File: src/common/irq_regs_pkg.sv
// constants and state types for the button and power-state interrupt block
// Contract
// set hold_long4_flag, status bit 4, after button held over four seconds.
// set hold_long8_flag, status bit 5, after button held over eight seconds.
// status bits read one after their event and stay set until cleared.
// host clears a status bit by reading it or writing one there.
// button mask holds bits 0 to 5, each resetting to one.
// mask bit zero lets a set status bit pull the interrupt low.
// mask bit one blocks the interrupt but status is still recorded.
// push_level_sense is the debounced level, one while pushed, tunable.
// one-second sense reads one while held over a second, zero on release.
// bits 7 and 6 of the sense register are unused, read zero.
// status bit 0 of power-state register sets on completed wake transition.
// status bit 1 of power-state register sets on completed doze transition.
// status bit 2 sets on power-on button event, cleared like others.
// push_change_flag sets on every change of debounced push sense.
// button status bits 1 to 3 set after one, two, three second holds.
// interrupt is low while any unmasked status bit is set, else released.
package irq_regs_pkg;

    // ---------------------------------------------------------------
    // register map
    // ---------------------------------------------------------------
    localparam logic [7:0] BTN_STAT_ADDR = 8'h24;
    localparam logic [7:0] BTN_MASK_ADDR = 8'h25;
    localparam logic [7:0] BTN_SENSE_ADDR = 8'h26;
    localparam logic [7:0] PWR_STAT_ADDR = 8'h28;
    localparam logic [7:0] PWR_MASK_ADDR = 8'h29;
    localparam logic [7:0] UNMAPPED_RDATA = 8'h00;

    // ---------------------------------------------------------------
    // field positions and widths
    // ---------------------------------------------------------------
    localparam int BTN_BITS = 6;
    localparam int PWR_BITS = 3;
    localparam int PUSH_BIT = 0;
    localparam int HOLD1_BIT = 1;
    localparam int HOLD2_BIT = 2;
    localparam int HOLD3_BIT = 3;
    localparam int HOLD4_BIT = 4;
    localparam int HOLD8_BIT = 5;
    localparam int WAKE_BIT = 0;
    localparam int DOZE_BIT = 1;
    localparam int BTN_EVENT_BIT = 2;
    localparam int SENSE_PUSH_BIT = 0;
    localparam int SENSE_HOLD1_BIT = 1;

    // ---------------------------------------------------------------
    // reset values
    // ---------------------------------------------------------------
    localparam logic [5:0] BTN_STAT_RST = 6'h00;
    localparam logic [5:0] BTN_MASK_RST = 6'h3f;
    localparam logic [2:0] PWR_STAT_RST = 3'h0;
    localparam logic [2:0] PWR_MASK_RST = 3'h7;

    // ---------------------------------------------------------------
    // timing
    // ---------------------------------------------------------------
    localparam int CLK_FREQ_KHZ = 125000;
    localparam int HOLD_UNIT_MS = 1000;
    localparam int HOLD_UNIT_CYCLES = HOLD_UNIT_MS * CLK_FREQ_KHZ;
    localparam logic [3:0] HOLD1_SECS = 4'h1;
    localparam logic [3:0] HOLD2_SECS = 4'h2;
    localparam logic [3:0] HOLD3_SECS = 4'h3;
    localparam logic [3:0] HOLD4_SECS = 4'h4;
    localparam logic [3:0] HOLD8_SECS = 4'h8;
    localparam int DEB_CNT_W = 16;

    // ---------------------------------------------------------------
    // types
    // ---------------------------------------------------------------
    typedef enum logic [1:0] {
        HOLD_IDLE = 2'b01,
        HOLD_RUN = 2'b10
    } hold_state_t;

    typedef struct packed {
        hold_state_t hold_st;
        logic [5:0] btn_stat;
        logic [5:0] btn_mask;
        logic [2:0] pwr_stat;
        logic [2:0] pwr_mask;
        logic push_prev;
        logic [31:0] cyc_cnt;
        logic [3:0] secs;
        logic [7:0] rdata;
        logic rvalid;
        logic irq_oe;
        logic irq_out;
    } top_state_t;

endpackage : irq_regs_pkg

File: src/verilog/push_debounce.sv
// debounce filter with separate press and release thresholds
`timescale 1ns/100ps
module push_debounce #(
    parameter int CNT_W = irq_regs_pkg::DEB_CNT_W
) (
    input wire logic clk_i,
    input wire logic resetn_i,
    input wire logic raw_i,
    input wire logic [CNT_W-1:0] press_cycles_i,
    input wire logic [CNT_W-1:0] release_cycles_i,
    output logic level_o
);

    typedef struct packed {
        logic level;
        logic [CNT_W-1:0] cnt;
    } deb_state_t;

    deb_state_t s_q;
    deb_state_t s_d;
    logic [CNT_W-1:0] thr;

    // ---------------------------------------------------------------
    // filter
    // ---------------------------------------------------------------
    // the level flips after threshold+1 cycles of steady disagreement;
    // any bounce back restarts the count
    always_comb
    begin
        s_d = s_q;
        thr = s_q.level ? release_cycles_i : press_cycles_i;
        if (raw_i != s_q.level)
        begin
            if (s_q.cnt >= thr)
            begin
                s_d.level = raw_i;
                s_d.cnt = '0;
            end
            else
            begin
                s_d.cnt = s_q.cnt + 1'b1;
            end
        end
        else
        begin
            s_d.cnt = '0;
        end
    end

    always_ff @(posedge clk_i or negedge resetn_i)
    begin
        if (!resetn_i)
        begin
            s_q <= '0;
        end
        else
        begin
            s_q <= s_d;
        end
    end

    assign level_o = s_q.level;

    chk_deb_follows_raw: assert property (
        @(posedge clk_i) disable iff (!resetn_i)
        (s_q.level != $past(s_q.level)) |-> ($past(raw_i) == s_q.level))
        else $error("debounced level moved away from raw input");

endmodule : push_debounce

File: src/verilog/power_key_misc_irq_regs.sv
// button and power-state interrupt status, mask and sense registers
`timescale 1ns/100ps
module power_key_misc_irq_regs #(
    parameter int SECOND_CYCLES = irq_regs_pkg::HOLD_UNIT_CYCLES,
    parameter int DEB_W = irq_regs_pkg::DEB_CNT_W
) (
    input wire logic CLK_I,
    input wire logic RESETN_I,
    input wire logic POWER_PUSH_BUTTON_N_I,
    input wire logic [DEB_W-1:0] DEB_PRESS_CYCLES_I,
    input wire logic [DEB_W-1:0] DEB_RELEASE_CYCLES_I,
    input wire logic WAKE_DONE_I,
    input wire logic DOZE_DONE_I,
    input wire logic BUTTON_EVENT_I,
    input wire logic [7:0] REG_ADDR_I,
    input wire logic REG_WR_I,
    input wire logic REG_RD_I,
    input wire logic [7:0] REG_WDATA_I,
    output logic [7:0] REG_RDATA_O,
    output logic REG_RVALID_O,
    output logic IRQ_OUT_N_O,
    output logic IRQ_OUT_N_OE_O
);

    irq_regs_pkg::top_state_t s_q;
    irq_regs_pkg::top_state_t s_d;

    logic push_lvl;
    logic hold_tick;
    logic [3:0] secs_next;
    logic [5:0] btn_set;
    logic [2:0] pwr_set;
    logic [5:0] btn_clr;
    logic [2:0] pwr_clr;
    logic [7:0] sense_val;
    logic hold1_sense;

    // ---------------------------------------------------------------
    // button debounce
    // ---------------------------------------------------------------
    push_debounce #(
        .CNT_W(DEB_W)
    ) u_debounce (
        .clk_i(CLK_I),
        .resetn_i(RESETN_I),
        .raw_i(~POWER_PUSH_BUTTON_N_I),
        .press_cycles_i(DEB_PRESS_CYCLES_I),
        .release_cycles_i(DEB_RELEASE_CYCLES_I),
        .level_o(push_lvl)
    );

    // ---------------------------------------------------------------
    // next state
    // ---------------------------------------------------------------
    always_comb
    begin
        s_d = s_q;
        btn_set = '0;
        pwr_set = '0;
        btn_clr = '0;
        pwr_clr = '0;
        sense_val = 8'h00;
        hold_tick = 1'b0;
        secs_next = s_q.secs + 4'h1;

        // hold timer: the second counter only runs while pushed and
        // saturates at eight so a stuck button cannot wrap the flags
        case (s_q.hold_st)
            irq_regs_pkg::HOLD_IDLE:
            begin
                s_d.cyc_cnt = '0;
                s_d.secs = '0;
                if (push_lvl)
                begin
                    s_d.hold_st = irq_regs_pkg::HOLD_RUN;
                end
            end
            irq_regs_pkg::HOLD_RUN:
            begin
                if (!push_lvl)
                begin
                    s_d.hold_st = irq_regs_pkg::HOLD_IDLE;
                    s_d.cyc_cnt = '0;
                    s_d.secs = '0;
                end
                else if (s_q.secs != irq_regs_pkg::HOLD8_SECS)
                begin
                    if (s_q.cyc_cnt == 32'(SECOND_CYCLES - 1))
                    begin
                        hold_tick = 1'b1;
                        s_d.cyc_cnt = '0;
                        s_d.secs = secs_next;
                    end
                    else
                    begin
                        s_d.cyc_cnt = s_q.cyc_cnt + 32'h1;
                    end
                end
            end
            default:
            begin
                s_d.hold_st = irq_regs_pkg::HOLD_IDLE;
                s_d.cyc_cnt = '0;
                s_d.secs = '0;
            end
        endcase

        // hold thresholds
        if (hold_tick)
        begin
            btn_set[irq_regs_pkg::HOLD1_BIT] =
                (secs_next == irq_regs_pkg::HOLD1_SECS);
            btn_set[irq_regs_pkg::HOLD2_BIT] =
                (secs_next == irq_regs_pkg::HOLD2_SECS);
            btn_set[irq_regs_pkg::HOLD3_BIT] =
                (secs_next == irq_regs_pkg::HOLD3_SECS);
            btn_set[irq_regs_pkg::HOLD4_BIT] =
                (secs_next == irq_regs_pkg::HOLD4_SECS);
            btn_set[irq_regs_pkg::HOLD8_BIT] =
                (secs_next == irq_regs_pkg::HOLD8_SECS);
        end

        // both press and release count as a change
        btn_set[irq_regs_pkg::PUSH_BIT] =
            (push_lvl != s_q.push_prev);
        s_d.push_prev = push_lvl;

        pwr_set[irq_regs_pkg::WAKE_BIT] = WAKE_DONE_I;
        pwr_set[irq_regs_pkg::DOZE_BIT] = DOZE_DONE_I;
        pwr_set[irq_regs_pkg::BTN_EVENT_BIT] = BUTTON_EVENT_I;

        // read-to-clear takes exactly the bits that were returned
        if (REG_RD_I && REG_ADDR_I == irq_regs_pkg::BTN_STAT_ADDR)
        begin
            btn_clr = s_q.btn_stat;
        end
        if (REG_RD_I && REG_ADDR_I == irq_regs_pkg::PWR_STAT_ADDR)
        begin
            pwr_clr = s_q.pwr_stat;
        end
        if (REG_WR_I && REG_ADDR_I == irq_regs_pkg::BTN_STAT_ADDR)
        begin
            btn_clr = btn_clr | REG_WDATA_I[5:0];
        end
        if (REG_WR_I && REG_ADDR_I == irq_regs_pkg::PWR_STAT_ADDR)
        begin
            pwr_clr = pwr_clr | REG_WDATA_I[2:0];
        end

        // a set in the clear cycle survives
        s_d.btn_stat = (s_q.btn_stat & ~btn_clr) | btn_set;
        s_d.pwr_stat = (s_q.pwr_stat & ~pwr_clr) | pwr_set;

        if (REG_WR_I && REG_ADDR_I == irq_regs_pkg::BTN_MASK_ADDR)
        begin
            s_d.btn_mask = REG_WDATA_I[5:0];
        end
        if (REG_WR_I && REG_ADDR_I == irq_regs_pkg::PWR_MASK_ADDR)
        begin
            s_d.pwr_mask = REG_WDATA_I[2:0];
        end

        // sense register; upper bits stay zero
        hold1_sense = push_lvl && (s_q.hold_st == irq_regs_pkg::HOLD_RUN) &&
            (s_q.secs >= irq_regs_pkg::HOLD1_SECS);
        sense_val[irq_regs_pkg::SENSE_PUSH_BIT] = push_lvl;
        sense_val[irq_regs_pkg::SENSE_HOLD1_BIT] = hold1_sense;

        // read port
        s_d.rvalid = REG_RD_I;
        if (REG_RD_I)
        begin
            case (REG_ADDR_I)
                irq_regs_pkg::BTN_STAT_ADDR:
                    s_d.rdata = {2'b00, s_q.btn_stat};
                irq_regs_pkg::BTN_MASK_ADDR:
                    s_d.rdata = {2'b00, s_q.btn_mask};
                irq_regs_pkg::BTN_SENSE_ADDR:
                    s_d.rdata = sense_val;
                irq_regs_pkg::PWR_STAT_ADDR:
                    s_d.rdata = {5'h00, s_q.pwr_stat};
                irq_regs_pkg::PWR_MASK_ADDR:
                    s_d.rdata = {5'h00, s_q.pwr_mask};
                default:
                    s_d.rdata = irq_regs_pkg::UNMAPPED_RDATA;
            endcase
        end

        // open-drain output: level is always low, only the enable moves
        s_d.irq_out = 1'b0;
        s_d.irq_oe = (|(s_d.btn_stat & ~s_d.btn_mask)) ||
            (|(s_d.pwr_stat & ~s_d.pwr_mask));
    end

    // ---------------------------------------------------------------
    // state register
    // ---------------------------------------------------------------
    always_ff @(posedge CLK_I or negedge RESETN_I)
    begin
        if (!RESETN_I)
        begin
            s_q.hold_st <= irq_regs_pkg::HOLD_IDLE;
            s_q.btn_stat <= irq_regs_pkg::BTN_STAT_RST;
            s_q.btn_mask <= irq_regs_pkg::BTN_MASK_RST;
            s_q.pwr_stat <= irq_regs_pkg::PWR_STAT_RST;
            s_q.pwr_mask <= irq_regs_pkg::PWR_MASK_RST;
            s_q.push_prev <= 1'b0;
            s_q.cyc_cnt <= '0;
            s_q.secs <= '0;
            s_q.rdata <= 8'h00;
            s_q.rvalid <= 1'b0;
            s_q.irq_oe <= 1'b0;
            s_q.irq_out <= 1'b0;
        end
        else
        begin
            s_q <= s_d;
        end
    end

    assign REG_RDATA_O = s_q.rdata;
    assign REG_RVALID_O = s_q.rvalid;
    assign IRQ_OUT_N_O = s_q.irq_out;
    assign IRQ_OUT_N_OE_O = s_q.irq_oe;

    // ---------------------------------------------------------------
    // checks
    // ---------------------------------------------------------------
    chk_irq_pending_map: assert property (
        @(posedge CLK_I) disable iff (!RESETN_I)
        IRQ_OUT_N_OE_O == ((|(s_q.btn_stat & ~s_q.btn_mask)) ||
            (|(s_q.pwr_stat & ~s_q.pwr_mask))))
        else $error("interrupt enable disagrees with pending bits");

    chk_masked_quiet: assert property (
        @(posedge CLK_I) disable iff (!RESETN_I)
        (s_q.btn_mask == 6'h3f && s_q.pwr_mask == 3'h7) |-> !IRQ_OUT_N_OE_O)
        else $error("interrupt asserted with every bit masked");

    chk_status_sticky: assert property (
        @(posedge CLK_I) disable iff (!RESETN_I)
        (s_q.btn_stat[irq_regs_pkg::HOLD4_BIT] && !REG_RD_I && !REG_WR_I)
        |=> s_q.btn_stat[irq_regs_pkg::HOLD4_BIT])
        else $error("status bit dropped without a clear");

    chk_w1c_clears: assert property (
        @(posedge CLK_I) disable iff (!RESETN_I)
        (REG_WR_I && REG_ADDR_I == irq_regs_pkg::PWR_STAT_ADDR &&
            REG_WDATA_I[irq_regs_pkg::WAKE_BIT] && !WAKE_DONE_I)
        |=> !s_q.pwr_stat[irq_regs_pkg::WAKE_BIT])
        else $error("write one did not clear status bit");

    chk_read_clears: assert property (
        @(posedge CLK_I) disable iff (!RESETN_I)
        (REG_RD_I && REG_ADDR_I == irq_regs_pkg::PWR_STAT_ADDR && !DOZE_DONE_I)
        |=> (!s_q.pwr_stat[irq_regs_pkg::DOZE_BIT] &&
            REG_RVALID_O && REG_RDATA_O[7:3] == 5'h00))
        else $error("read did not clear status or return data");

    chk_event_sets: assert property (
        @(posedge CLK_I) disable iff (!RESETN_I)
        (WAKE_DONE_I || DOZE_DONE_I || BUTTON_EVENT_I) |=>
        (s_q.pwr_stat & $past({BUTTON_EVENT_I, DOZE_DONE_I, WAKE_DONE_I}))
            == $past({BUTTON_EVENT_I, DOZE_DONE_I, WAKE_DONE_I}))
        else $error("power-state event not recorded");

    chk_push_change: assert property (
        @(posedge CLK_I) disable iff (!RESETN_I)
        (push_lvl != s_q.push_prev) |=> s_q.btn_stat[irq_regs_pkg::PUSH_BIT])
        else $error("push change not recorded");

    chk_hold4_flag: assert property (
        @(posedge CLK_I) disable iff (!RESETN_I)
        (s_q.secs == irq_regs_pkg::HOLD4_SECS &&
            $past(s_q.secs) == irq_regs_pkg::HOLD3_SECS)
        |-> s_q.btn_stat[irq_regs_pkg::HOLD4_BIT])
        else $error("four second hold flag missing");

    chk_hold8_flag: assert property (
        @(posedge CLK_I) disable iff (!RESETN_I)
        $rose(s_q.secs == irq_regs_pkg::HOLD8_SECS)
        |-> s_q.btn_stat[irq_regs_pkg::HOLD8_BIT])
        else $error("eight second hold flag missing");

    chk_sense_release: assert property (
        @(posedge CLK_I) disable iff (!RESETN_I)
        (REG_RD_I && REG_ADDR_I == irq_regs_pkg::BTN_SENSE_ADDR && !push_lvl)
        |=> (REG_RDATA_O[1:0] == 2'b00 && REG_RDATA_O[7:6] == 2'b00))
        else $error("sense bits set with button released");

    chk_hold1_flag: assert property (
        @(posedge CLK_I) disable iff (!RESETN_I)
        (s_q.secs == irq_regs_pkg::HOLD1_SECS &&
            $past(s_q.secs) == 4'h0)
        |-> s_q.btn_stat[irq_regs_pkg::HOLD1_BIT])
        else $error("one second hold flag missing");

    chk_sense_push: assert property (
        @(posedge CLK_I) disable iff (!RESETN_I)
        (REG_RD_I && REG_ADDR_I == irq_regs_pkg::BTN_SENSE_ADDR)
        |=> (REG_RDATA_O[irq_regs_pkg::SENSE_PUSH_BIT] == $past(push_lvl)))
        else $error("sense push bit disagrees with debounced level");

    chk_secs_capped: assert property (
        @(posedge CLK_I) disable iff (!RESETN_I)
        s_q.secs <= irq_regs_pkg::HOLD8_SECS)
        else $error("hold second count passed eight");

endmodule : power_key_misc_irq_regs

File: config.mk
export PLATFORM = sky130hd
export DESIGN_NAME = power_key_misc_irq_regs
export DESIGN_NICKNAME = d
export VERILOG_FILES = /design/src/common/irq_regs_pkg.sv /design/src/verilog/push_debounce.sv /design/src/verilog/power_key_misc_irq_regs.sv
export SDC_FILE = /design/constraint.sdc
export NUM_CORES = 1
export LEC_CHECK = 0
export BUFFER_PORTS_ARGS = -buffer_cell sky130_fd_sc_hd__buf_2
export CAP_MARGIN = 5
export CORE_MARGIN = 5
export CORE_UTILIZATION = 40
export DETAILED_ROUTE_END_ITERATION = 16
export PLACE_DENSITY = 0.66
export RECOVER_POWER = 25
export SYNTH_ARGS = -nofsm -noshare
export SYNTH_HDL_FRONTEND = slang
export SYNTH_SLANG_ARGS = --single-unit
File: constraint.sdc
create_clock -name CLK_I -period 3.85 [get_ports CLK_I]
set_input_delay 0.1925 -clock CLK_I [delete_from_list [all_inputs] [get_ports CLK_I]]
set_output_delay 0.1925 -clock CLK_I [all_outputs]
set_load 0.05 [all_outputs]
==> out/qor.csv, run 1 <==
stage,metric,value,unit
timing,Final Setup Violations,0,
drt,"antenna viol nets, final",0,
min_path,hold_sp,BUTTON_EVENT_I,
setup_path,FF-to-FF End,u_debounce.s_q[5],
floorplanning,Starting Density,0.4046,
setup_path,cell family with most CP delay,compound AO/OA/AOI/OAI gates,
clock_network,Skew-Pair Late Insertion Delay,0.34,ns
synthesis,Synth async-reset ratio,1.000,
pwr,PwrDens,426.0,nW/um2
timing,Slew HR,-0.3315,
layout,area of the multi-input gates,2556,um2
layout,share of layout cells above drive strength 1,0.1783,
timing,Max Clock Skew,0.006603,ns
drt,DR vias,3808,
run_status,failing checks,"max-capacitance violations, max-slew violations",
global_routing,GRT Util Overall,0.1523,
floorplanning,chip width,119.8,um
run,maxcap violations,1,
placed_design,DP Wirelength,7.601,mm
synthesis,"top cells by area, synth","dfrtp_1 (37%), ha_1 (6.2%), dfstp_2 (5.5%), nor2_1 (5.0%), xor2_1 (4.5%)",
setup_path,Worst path most repeated cell,a21o_1,
clock_network,CTS Buf Count,9,
layout,FILL cells,1134,
global_routing,Overflow after GRT,0,
synthesis,XOR/XNOR share of the synthesized area,0.07632,
drt,drt first pass iters,5,
synthesis,"area leader, netlist",dfrtp_1,
setup_path,CP Launch Point,u_debounce.level_o,
setup_path,reg-to-reg startpoint,u_debounce.level_o,
pwr,Max VDD drop,0.0002134,V
layout,Sequential cell area,2064,um2
setup_path,CP bufs+invs,1,
synthesis,post-synthesis mux area share,0.05789,
min_path,cell depth of the worst hold path,3,
synthesis,Synth Area per Inst,9.377,um2
synthesis,main combinational cell family by area after synthesis,simple AND/OR/NAND/NOR gates,
global_routing,antenna violations before repair,0,
setup_path,number of cells on the critical path,10,
drt,DRT iter0 DRCs,261,
synthesis,"EDFF count, synth",0,
synthesis,Yosys top cell area share,0.3738,
global_routing,vias in the first global route,3903,
floorplanning,Die ar.,14340,um2
synthesis,Yosys warnings,0,
timing,fin. max-slew vios,83,
clock_network,clock-pin slew on the worst setup and hold paths,0.06,ns
timing,Tcrit/Tclk final,0.7301,
layout,Final nets,647,
timing,Worst-Margin Slew,1.997,ns
synthesis,most numerous cell in the Yosys netlist,dfrtp_1,
timing,f_max,0.3557,GHz
timing,Tmin final,2.811,ns
clock_network,"Setup Fix Bufs, Post-CTS",0,
floorplanning,Chip Height,119.8,um
synthesis,Synth Area in Compound Gates,0.09034,
floorplanning,Core ar.,11910,um2
synthesis,Synth Area in Adders,0.06231,
setup_path,CP Max Fanout,16,
timing,setup TNS,0,ns
timing,RSZ-0062 raised after global routing,no,
setup_path,CP arrival,3.08,ns
min_path,path type of the worst min-delay path,input port to flip-flop,
floorplanning,IO Pins,67,
drt,Avg WL per Cell,14.31,um
clock_network,hold buffer count at cts,0,
layout,ant diodes,0,
clock_network,Post-CTS Resized,0,
clock_network,TritonCTS clock tree,yes,
setup_path,max incr delay on CP,0.62,ns
setup_path,crit path launch type,flip-flop,
placed_design,port bufs,61,
setup_path,CP endpoint kind,flip-flop,
synthesis,Yosys reg bits,82,
setup_path,reg-to-reg setup timing slack,1.04,ns
setup_path,CP cell instances,buf_4 > mux2i_1 > ha_1 > a21o_1 > a21o_1 > a211o_1 > o211ai_1 > a21oi_1 > a2111o_1 > nor2_1,
clock_network,clock root buffer,clkbuf_16,
synthesis,Synth Area in Simple Gates,0.2412,
timing,Hold Slack,0.05455,ns
setup_path,r2r worst-path depth,10,
synthesis,Synth Instances,514,
global_routing,largest net degree at the start of global routing,83,
floorplanning,# rows,40,
clock_network,CTS HTree Levels,3,
run_status,status,finished with violations,
synthesis,"Seq/Total Area, Yosys",0.4283,
synthesis,"Distinct cells, synth",61,
setup_path,worst setup path class,flip-flop to flip-flop,
drt,final wirelength,10.29,mm
synthesis,Mapped Area,4820,um2
setup_path,Worst path slowest cell,a2111o_1,
placed_design,routability congestion estimate,0.8147,
drt,routed vias/inst,5.296,
drt,Post-route DRC,0,
pwr,LEAKAGE,0.002475,uW
timing,Final Hold Viols,0,
clock_network,clk buf depth,2,
global_routing,global-route wire length before repair,17.83,mm
synthesis,Post-synth top flop,dfrtp_1,
layout,area grow syn2layout,15.63,%
synthesis,top post-synthesis cells by count,"dfrtp_1 (72), nor2_1 (64), nand2_1 (52), nand3_1 (26), xor2_1 (25)",
setup_path,"Req. time, crit path",4.12,ns
min_path,Hold EP,s_q[53],
clock_network,clk sinks,82,
[logic make-up (layout without fill, tap and decap cells)]
kind of cell / after synthesis / count (layout)
and+or+nand+nor: 227 / 227
muxes: 27 / 27
xor gates and xnor gates: 42 / 42
AOI/OAI and AO/OA: 68 / 68
adders and majority gates: 24 / 24
buffers and inverters: 43 / 99
DFF: 82 / 82
other: 1 / 3
[per-stage QoR]
| stage | setup WS, ns | utilization | instance area (um2) | power [uW] | cells |
|---|---|---|---|---|---|
| floorplan | 0.5368 | - | 4827 | 1230 | 516 |
| global placement | 1.035 | 0.4374 | 5210 | 1327 | 703 |
| detailed placement | 1.006 | 0.4374 | 5210 | 1343 | 703 |
| CTS | 0.9992 | 0.4682 | 5577 | 2405 | 719 |
| global route | 0.8524 | 0.4679 | 5573 | 2496 | 719 |
| finish | 1.039 | 0.4679 | 5573 | 2374 | 719 |
[sequential cells by signal, summed over array words and instances (netlist names)]
name and count:
u_debounce.s_q 16, u_debounce.level_o 1, s_q 57, REG_RDATA_O 6, IRQ_OUT_N_OE_O 1, REG_RVALID_O 1
[metal layers]
layer	vias to the layer above	wire, um	global-route usage
li1	1898	-	-
met1	1817	4843	0.1951
met2	75	4855	0.2493
met3	18	366	0.02592
met4	0	227	0.07516
met5	-	0	0
[where the power goes]
part	switching, uW	leakage [uW]	internal [uW]
Combinational	228	0.00125	138
Sequential	43.4	0.00104	915
Clock	350	0.000176	699
[cell type report]
type / instances / share of cell area
repair buffers: 65 / 0.05995
clock buffers: 9 / 0.04041
flip-flops and latches: 82 / 0.3705
well taps: 147 / 0.03300
inverters: 18 / 0.01212
clock inverters: 7 / 0.02537
multi-input cells: 391 / 0.4587
[worst register-to-register path: stages, from the launching register on]
cell	delay, ns
dfrtp_1	0.40
buf_4	0.24
mux2i_1	0.23
ha_1	0.27
a21o_1	0.16
a21o_1	0.16
a211o_1	0.28
o211ai_1	0.08
a21oi_1	0.11
a2111o_1	0.62
nor2_1	0.19
[worst max-delay path by stage]
stage,end
3_5_place_dp,u_debounce.s_q[5]
5_1_grt,u_debounce.s_q[8]
4_1_cts,u_debounce.s_q[5]
6_report,u_debounce.s_q[5]
3_3_place_gp,IRQ_OUT_N_OE_O
2_1_floorplan,u_debounce.s_q[10]
[cell usage in the layout, fill, tap and decap left out, types with 13 or more instances in the layout]
cell      n
dfrtp_1  72
nand4_1  15
ha_1     24
a21oi_1  13
xnor2_1  17
nand2_1  52
xor2_1   25
inv_1    18
buf_2    59
o21ai_1  14
nand3_1  26
mux2i_1  20
nor2_1   64
(Power assumes the default switching activity.)
==> run 2: changes to the inputs <==
--- a/config.mk
+++ b/config.mk
@@ -5,6 +5,7 @@
 export SDC_FILE = /design/constraint.sdc
 export NUM_CORES = 1
 export LEC_CHECK = 0
+export ABC_AREA = 1
 export BUFFER_PORTS_ARGS = -buffer_cell sky130_fd_sc_hd__buf_2
 export CAP_MARGIN = 5
 export CORE_MARGIN = 5
==> constraint.sdc (replaced) <==
create_clock -name CLK_I -period 2.8 [get_ports CLK_I]
set_input_delay 0.14 -clock CLK_I [delete_from_list [all_inputs] [get_ports CLK_I]]
set_output_delay 0.14 -clock CLK_I [all_outputs]
set_load 0.05 [all_outputs]
==> run 2 against run 1 <==
Net effect:
- the run still ends with max-capacitance violations, max-slew violations left
- combinational power is 71% higher
- flip-flop and latch count stayed put
- synthesized cell count is 40% higher
- critical path depth stayed put
- critical path type unchanged
- critical endpoint is now u_debounce.s_q[9]
- largest cell class unchanged
- highest routed layer unchanged
==> out/qor.csv, run 2 <==
stage,metric,value,unit,change
synthesis,Synth Area per Inst,7.405,um2,-21%
timing,setup ws final,0.5814,ns,-0.4577 ns
floorplanning,Die ar.,15740,um2,+9.7%
synthesis,Post-synth top flop,dfrtp_1,,
timing,Max Clock Skew,0.01257,ns,+0.005963 ns
global_routing,GRT Util Overall,0.1517,,-0.0006102
timing,f_max,0.4507,GHz,+27%
floorplanning,Chip Height,125.5,um,+4.7%
pwr,total power,3060,uW,+29%
setup_path,worst setup path class,flip-flop to flip-flop,,
layout,Sequential cell area,2064,um2,unchanged
layout,area of the multi-input gates,2704,um2,+5.8%
drt,drt first pass iters,6,,+1
synthesis,Mapped Area,5331,um2,+11%
global_routing,vias in the first global route,4459,,+14%
global_routing,global-route wire length before repair,20.11,mm,+13%
setup_path,max incr delay on CP,0.51,ns,-0.11 ns
drt,final wirelength,11.61,mm,+13%
synthesis,most numerous cell in the Yosys netlist,nand2_1,,
layout,Final nets,859,,+33%
placed_design,Setup WS pre-CTS,0.5526,ns,-0.4531 ns
layout,share of layout cells above drive strength 1,0.1556,,-0.02271
placed_design,dpl cell area,5767,um2,+11%
setup_path,Worst path most repeated cell,nor2_1,,
synthesis,"Seq/Total Area, Yosys",0.3872,,-0.04112
synthesis,"top cells by area, synth","dfrtp_1 (34%), nand2_1 (12%), inv_1 (7.7%), nor2_1 (5.8%), ha_1 (5.6%)",,
timing,fin. max-slew vios,83,,unchanged
synthesis,"Distinct cells, synth",42,,-31%
min_path,path type of the worst min-delay path,input port to flip-flop,,
layout,max reg flops,57,,unchanged
timing,Final Setup Violations,0,,unchanged
global_routing,Overflow after GRT,0,,unchanged
synthesis,Synth async-reset ratio,1.000,,unchanged
clock_network,Skew-Pair Late Insertion Delay,0.34,ns,about the same
synthesis,post-synthesis mux area share,0.02816,,-0.02973
clock_network,clk sinks,82,,unchanged
timing,Slew HR,-0.3470,,-0.01548
drt,DRT iter0 DRCs,315,,+21%
synthesis,Synth Area in Simple Gates,0.3042,,+0.06298
floorplanning,Core ar.,13140,um2,+10%
global_routing,largest net degree at the start of global routing,83,,unchanged
setup_path,"Req. time, crit path",3.06,ns,-1.06 ns
setup_path,cell family with most CP delay,flip-flops,,
setup_path,reg-to-reg setup timing slack,0.58,ns,-0.46 ns
min_path,hold_sp,BUTTON_EVENT_I,,
drt,Post-route DRC,0,,unchanged
synthesis,top post-synthesis cells by count,"nand2_1 (177), inv_1 (110), nor2_1 (82), dfrtp_1 (72), nand3_1 (46)",,
synthesis,Yosys warnings,0,,unchanged
drt,Avg WL per Cell,12.09,um,-16%
placed_design,port bufs,61,,unchanged
timing,Tmin final,2.219,ns,-0.5923 ns
setup_path,Worst path slowest cell,dfrtp_1,,
floorplanning,Starting Density,0.4058,,+0.001188
clock_network,TritonCTS clock tree,yes,,
pwr,PwrDens,505.6,nW/um2,+19%
setup_path,CP Launch Point,u_debounce.level_o,,
synthesis,XOR/XNOR share of the synthesized area,0.03778,,-0.03854
clock_network,CTS HTree Levels,3,,unchanged
synthesis,"area leader, netlist",dfrtp_1,,
setup_path,CP cell instances,buf_12 > mux2i_1 > ha_1 > a21oi_1 > o21a_1 > nor2_1 > o21ai_0 > nand4_1 > buf_4 > nor2_1,,
drt,DR vias,4545,,+19%
clock_network,clock root buffer,clkbuf_16,,
layout,Finished Core Util,0.4607,,-0.007190
layout,FILL cells,1358,,+20%
synthesis,Yosys reg bits,82,,unchanged
layout,final instance area,6052,um2,+8.6%
run_status,status,finished with violations,,
timing,RSZ-0062 raised after global routing,no,,
pwr,Max VDD drop,0.0002919,V,+37%
synthesis,Synth Area in Adders,0.05632,,-0.005980
clock_network,"Setup Fix Bufs, Post-CTS",0,,unchanged
setup_path,CP endpoint kind,flip-flop,,
placed_design,DP Wirelength,8.620,mm,+13%
synthesis,"EDFF count, synth",0,,unchanged
timing,Worst-Margin Slew,2.020,ns,+0.02321 ns
synthesis,main combinational cell family by area after synthesis,simple AND/OR/NAND/NOR gates,,
layout,"commonest non-fill, non-tap cell in the layout",nand2_1,,
timing,Final Hold Viols,0,,unchanged
pwr,LEAKAGE,0.002975,uW,+20%
floorplanning,IO Pins,67,,unchanged
drt,"antenna viol nets, final",0,,unchanged
setup_path,crit path launch type,flip-flop,,
run_status,failing checks,"max-capacitance violations, max-slew violations",,
clock_network,Post-CTS Resized,0,,unchanged
setup_path,CP bufs+invs,2,,+1
synthesis,Synth Instances,720,,+40%
clock_network,clk buf depth,2,,unchanged
placed_design,routability congestion estimate,0.8600,,+5.6%
floorplanning,chip width,125.5,um,+4.7%
global_routing,antenna violations before repair,0,,unchanged
setup_path,CP arrival,2.48,ns,-0.60 ns
setup_path,reg-to-reg startpoint,u_debounce.level_o,,
floorplanning,# rows,42,,+5.0%
layout,Largest Register,s_q,,
synthesis,Synth Area in Compound Gates,0.07862,,-0.01172
timing,setup TNS,0,ns,unchanged
layout,most frequent cells in the layout,"nand2_1 (177), inv_1 (110), nor2_1 (82)",,
run,maxcap violations,1,,unchanged
synthesis,Yosys top cell area share,0.3379,,-0.03588
clock_network,CTS Buf Count,9,,unchanged
setup_path,CP Max Fanout,18,,+2
layout,ant diodes,0,,unchanged
layout,area grow syn2layout,13.52,%,
clock_network,clock-pin slew on the worst setup and hold paths,0.06,ns,about the same
timing,Tcrit/Tclk final,0.7924,,+0.06224
drt,routed vias/inst,4.734,,-11%
run 2: cell types whose count changed in the layout (fill, tap and decap cells not counted), moves of 12 or more:
| cell | previous run | this run |
|---|---|---|
| a21oi_1 | 13 | 25 |
| nand2_1 | 52 | 177 |
| xnor2_1 | 17 | 4 |
| o21ai_0 | 12 | 31 |
| o21ai_1 | 14 | 2 |
| nor2_1 | 64 | 82 |
| nand3_1 | 26 | 46 |
| inv_1 | 18 | 110 |
run 2: stage by stage:
step	cells	hold slack, ns
after floorplan	722	-0.1556
after global placement	943	0.3552
after detailed placement	943	0.3567
after CTS	960	0.00004727
after global routing	960	0.008439
final	960	0.008498
run 2: final cells by class:
cell class / count / area share
Multi-Input combinational cell: 505 / 0.4468
Sequential cell: 82 / 0.3411
Inverter: 116 / 0.07195
Timing Repair Buffer: 65 / 0.05768
Clock buffer: 9 / 0.03721
Tap cell: 176 / 0.03639
Clock inverter: 7 / 0.008890
run 2: path summary, 6_finish.rpt:
path | endpoint | cells past startpoint
worst max-delay path | u_debounce.s_q[9] | 10
worst min-delay path | s_q[53] | 3
worst max register to register | u_debounce.s_q[9] | 10
worst min register to register | u_debounce.s_q[0] | 1
max in group asynchronous | s_q[11] | 1
min in group asynchronous | s_q[29] | 1
run 2: per-layer routing:
layer	global-route usage	routed length (um)
met1	0.1979	5469
met2	0.2568	5591
met3	0.02772	439
met4	0.04528	106
met5	0	0
run 2: cells by family (layout without fill, tap and decap cells):
group,Yosys count,after routing
simple gates,368,368
buf+inv,135,197
flops,82,82
compound gates,72,72
fa+ha+maj,24,24
xor+xnor,23,23
mux,15,15
other cells,1,3
run 2: where the power goes:
part           internal, uW  switching [uW]  leakage [uW]
registers              1260            52.4       0.00105
clock network           609             514      0.000134
logic                   243             382       0.00179
run 2: what timing repair did:
action	in CTS	in global routing
hold endpoints to repair	1	0
endpoints found under the setup margin	0	0
hold buffers	1	0
run 2: worst reg2reg max path, cell delays in order, from the launching register on:
cell and delay, ns:
dfrtp_1 0.51, buf_12 0.21, mux2i_1 0.22, ha_1 0.26
a21oi_1 0.17, o21a_1 0.13, nor2_1 0.03, o21ai_0 0.19
nand4_1 0.10, buf_4 0.21, nor2_1 0.11
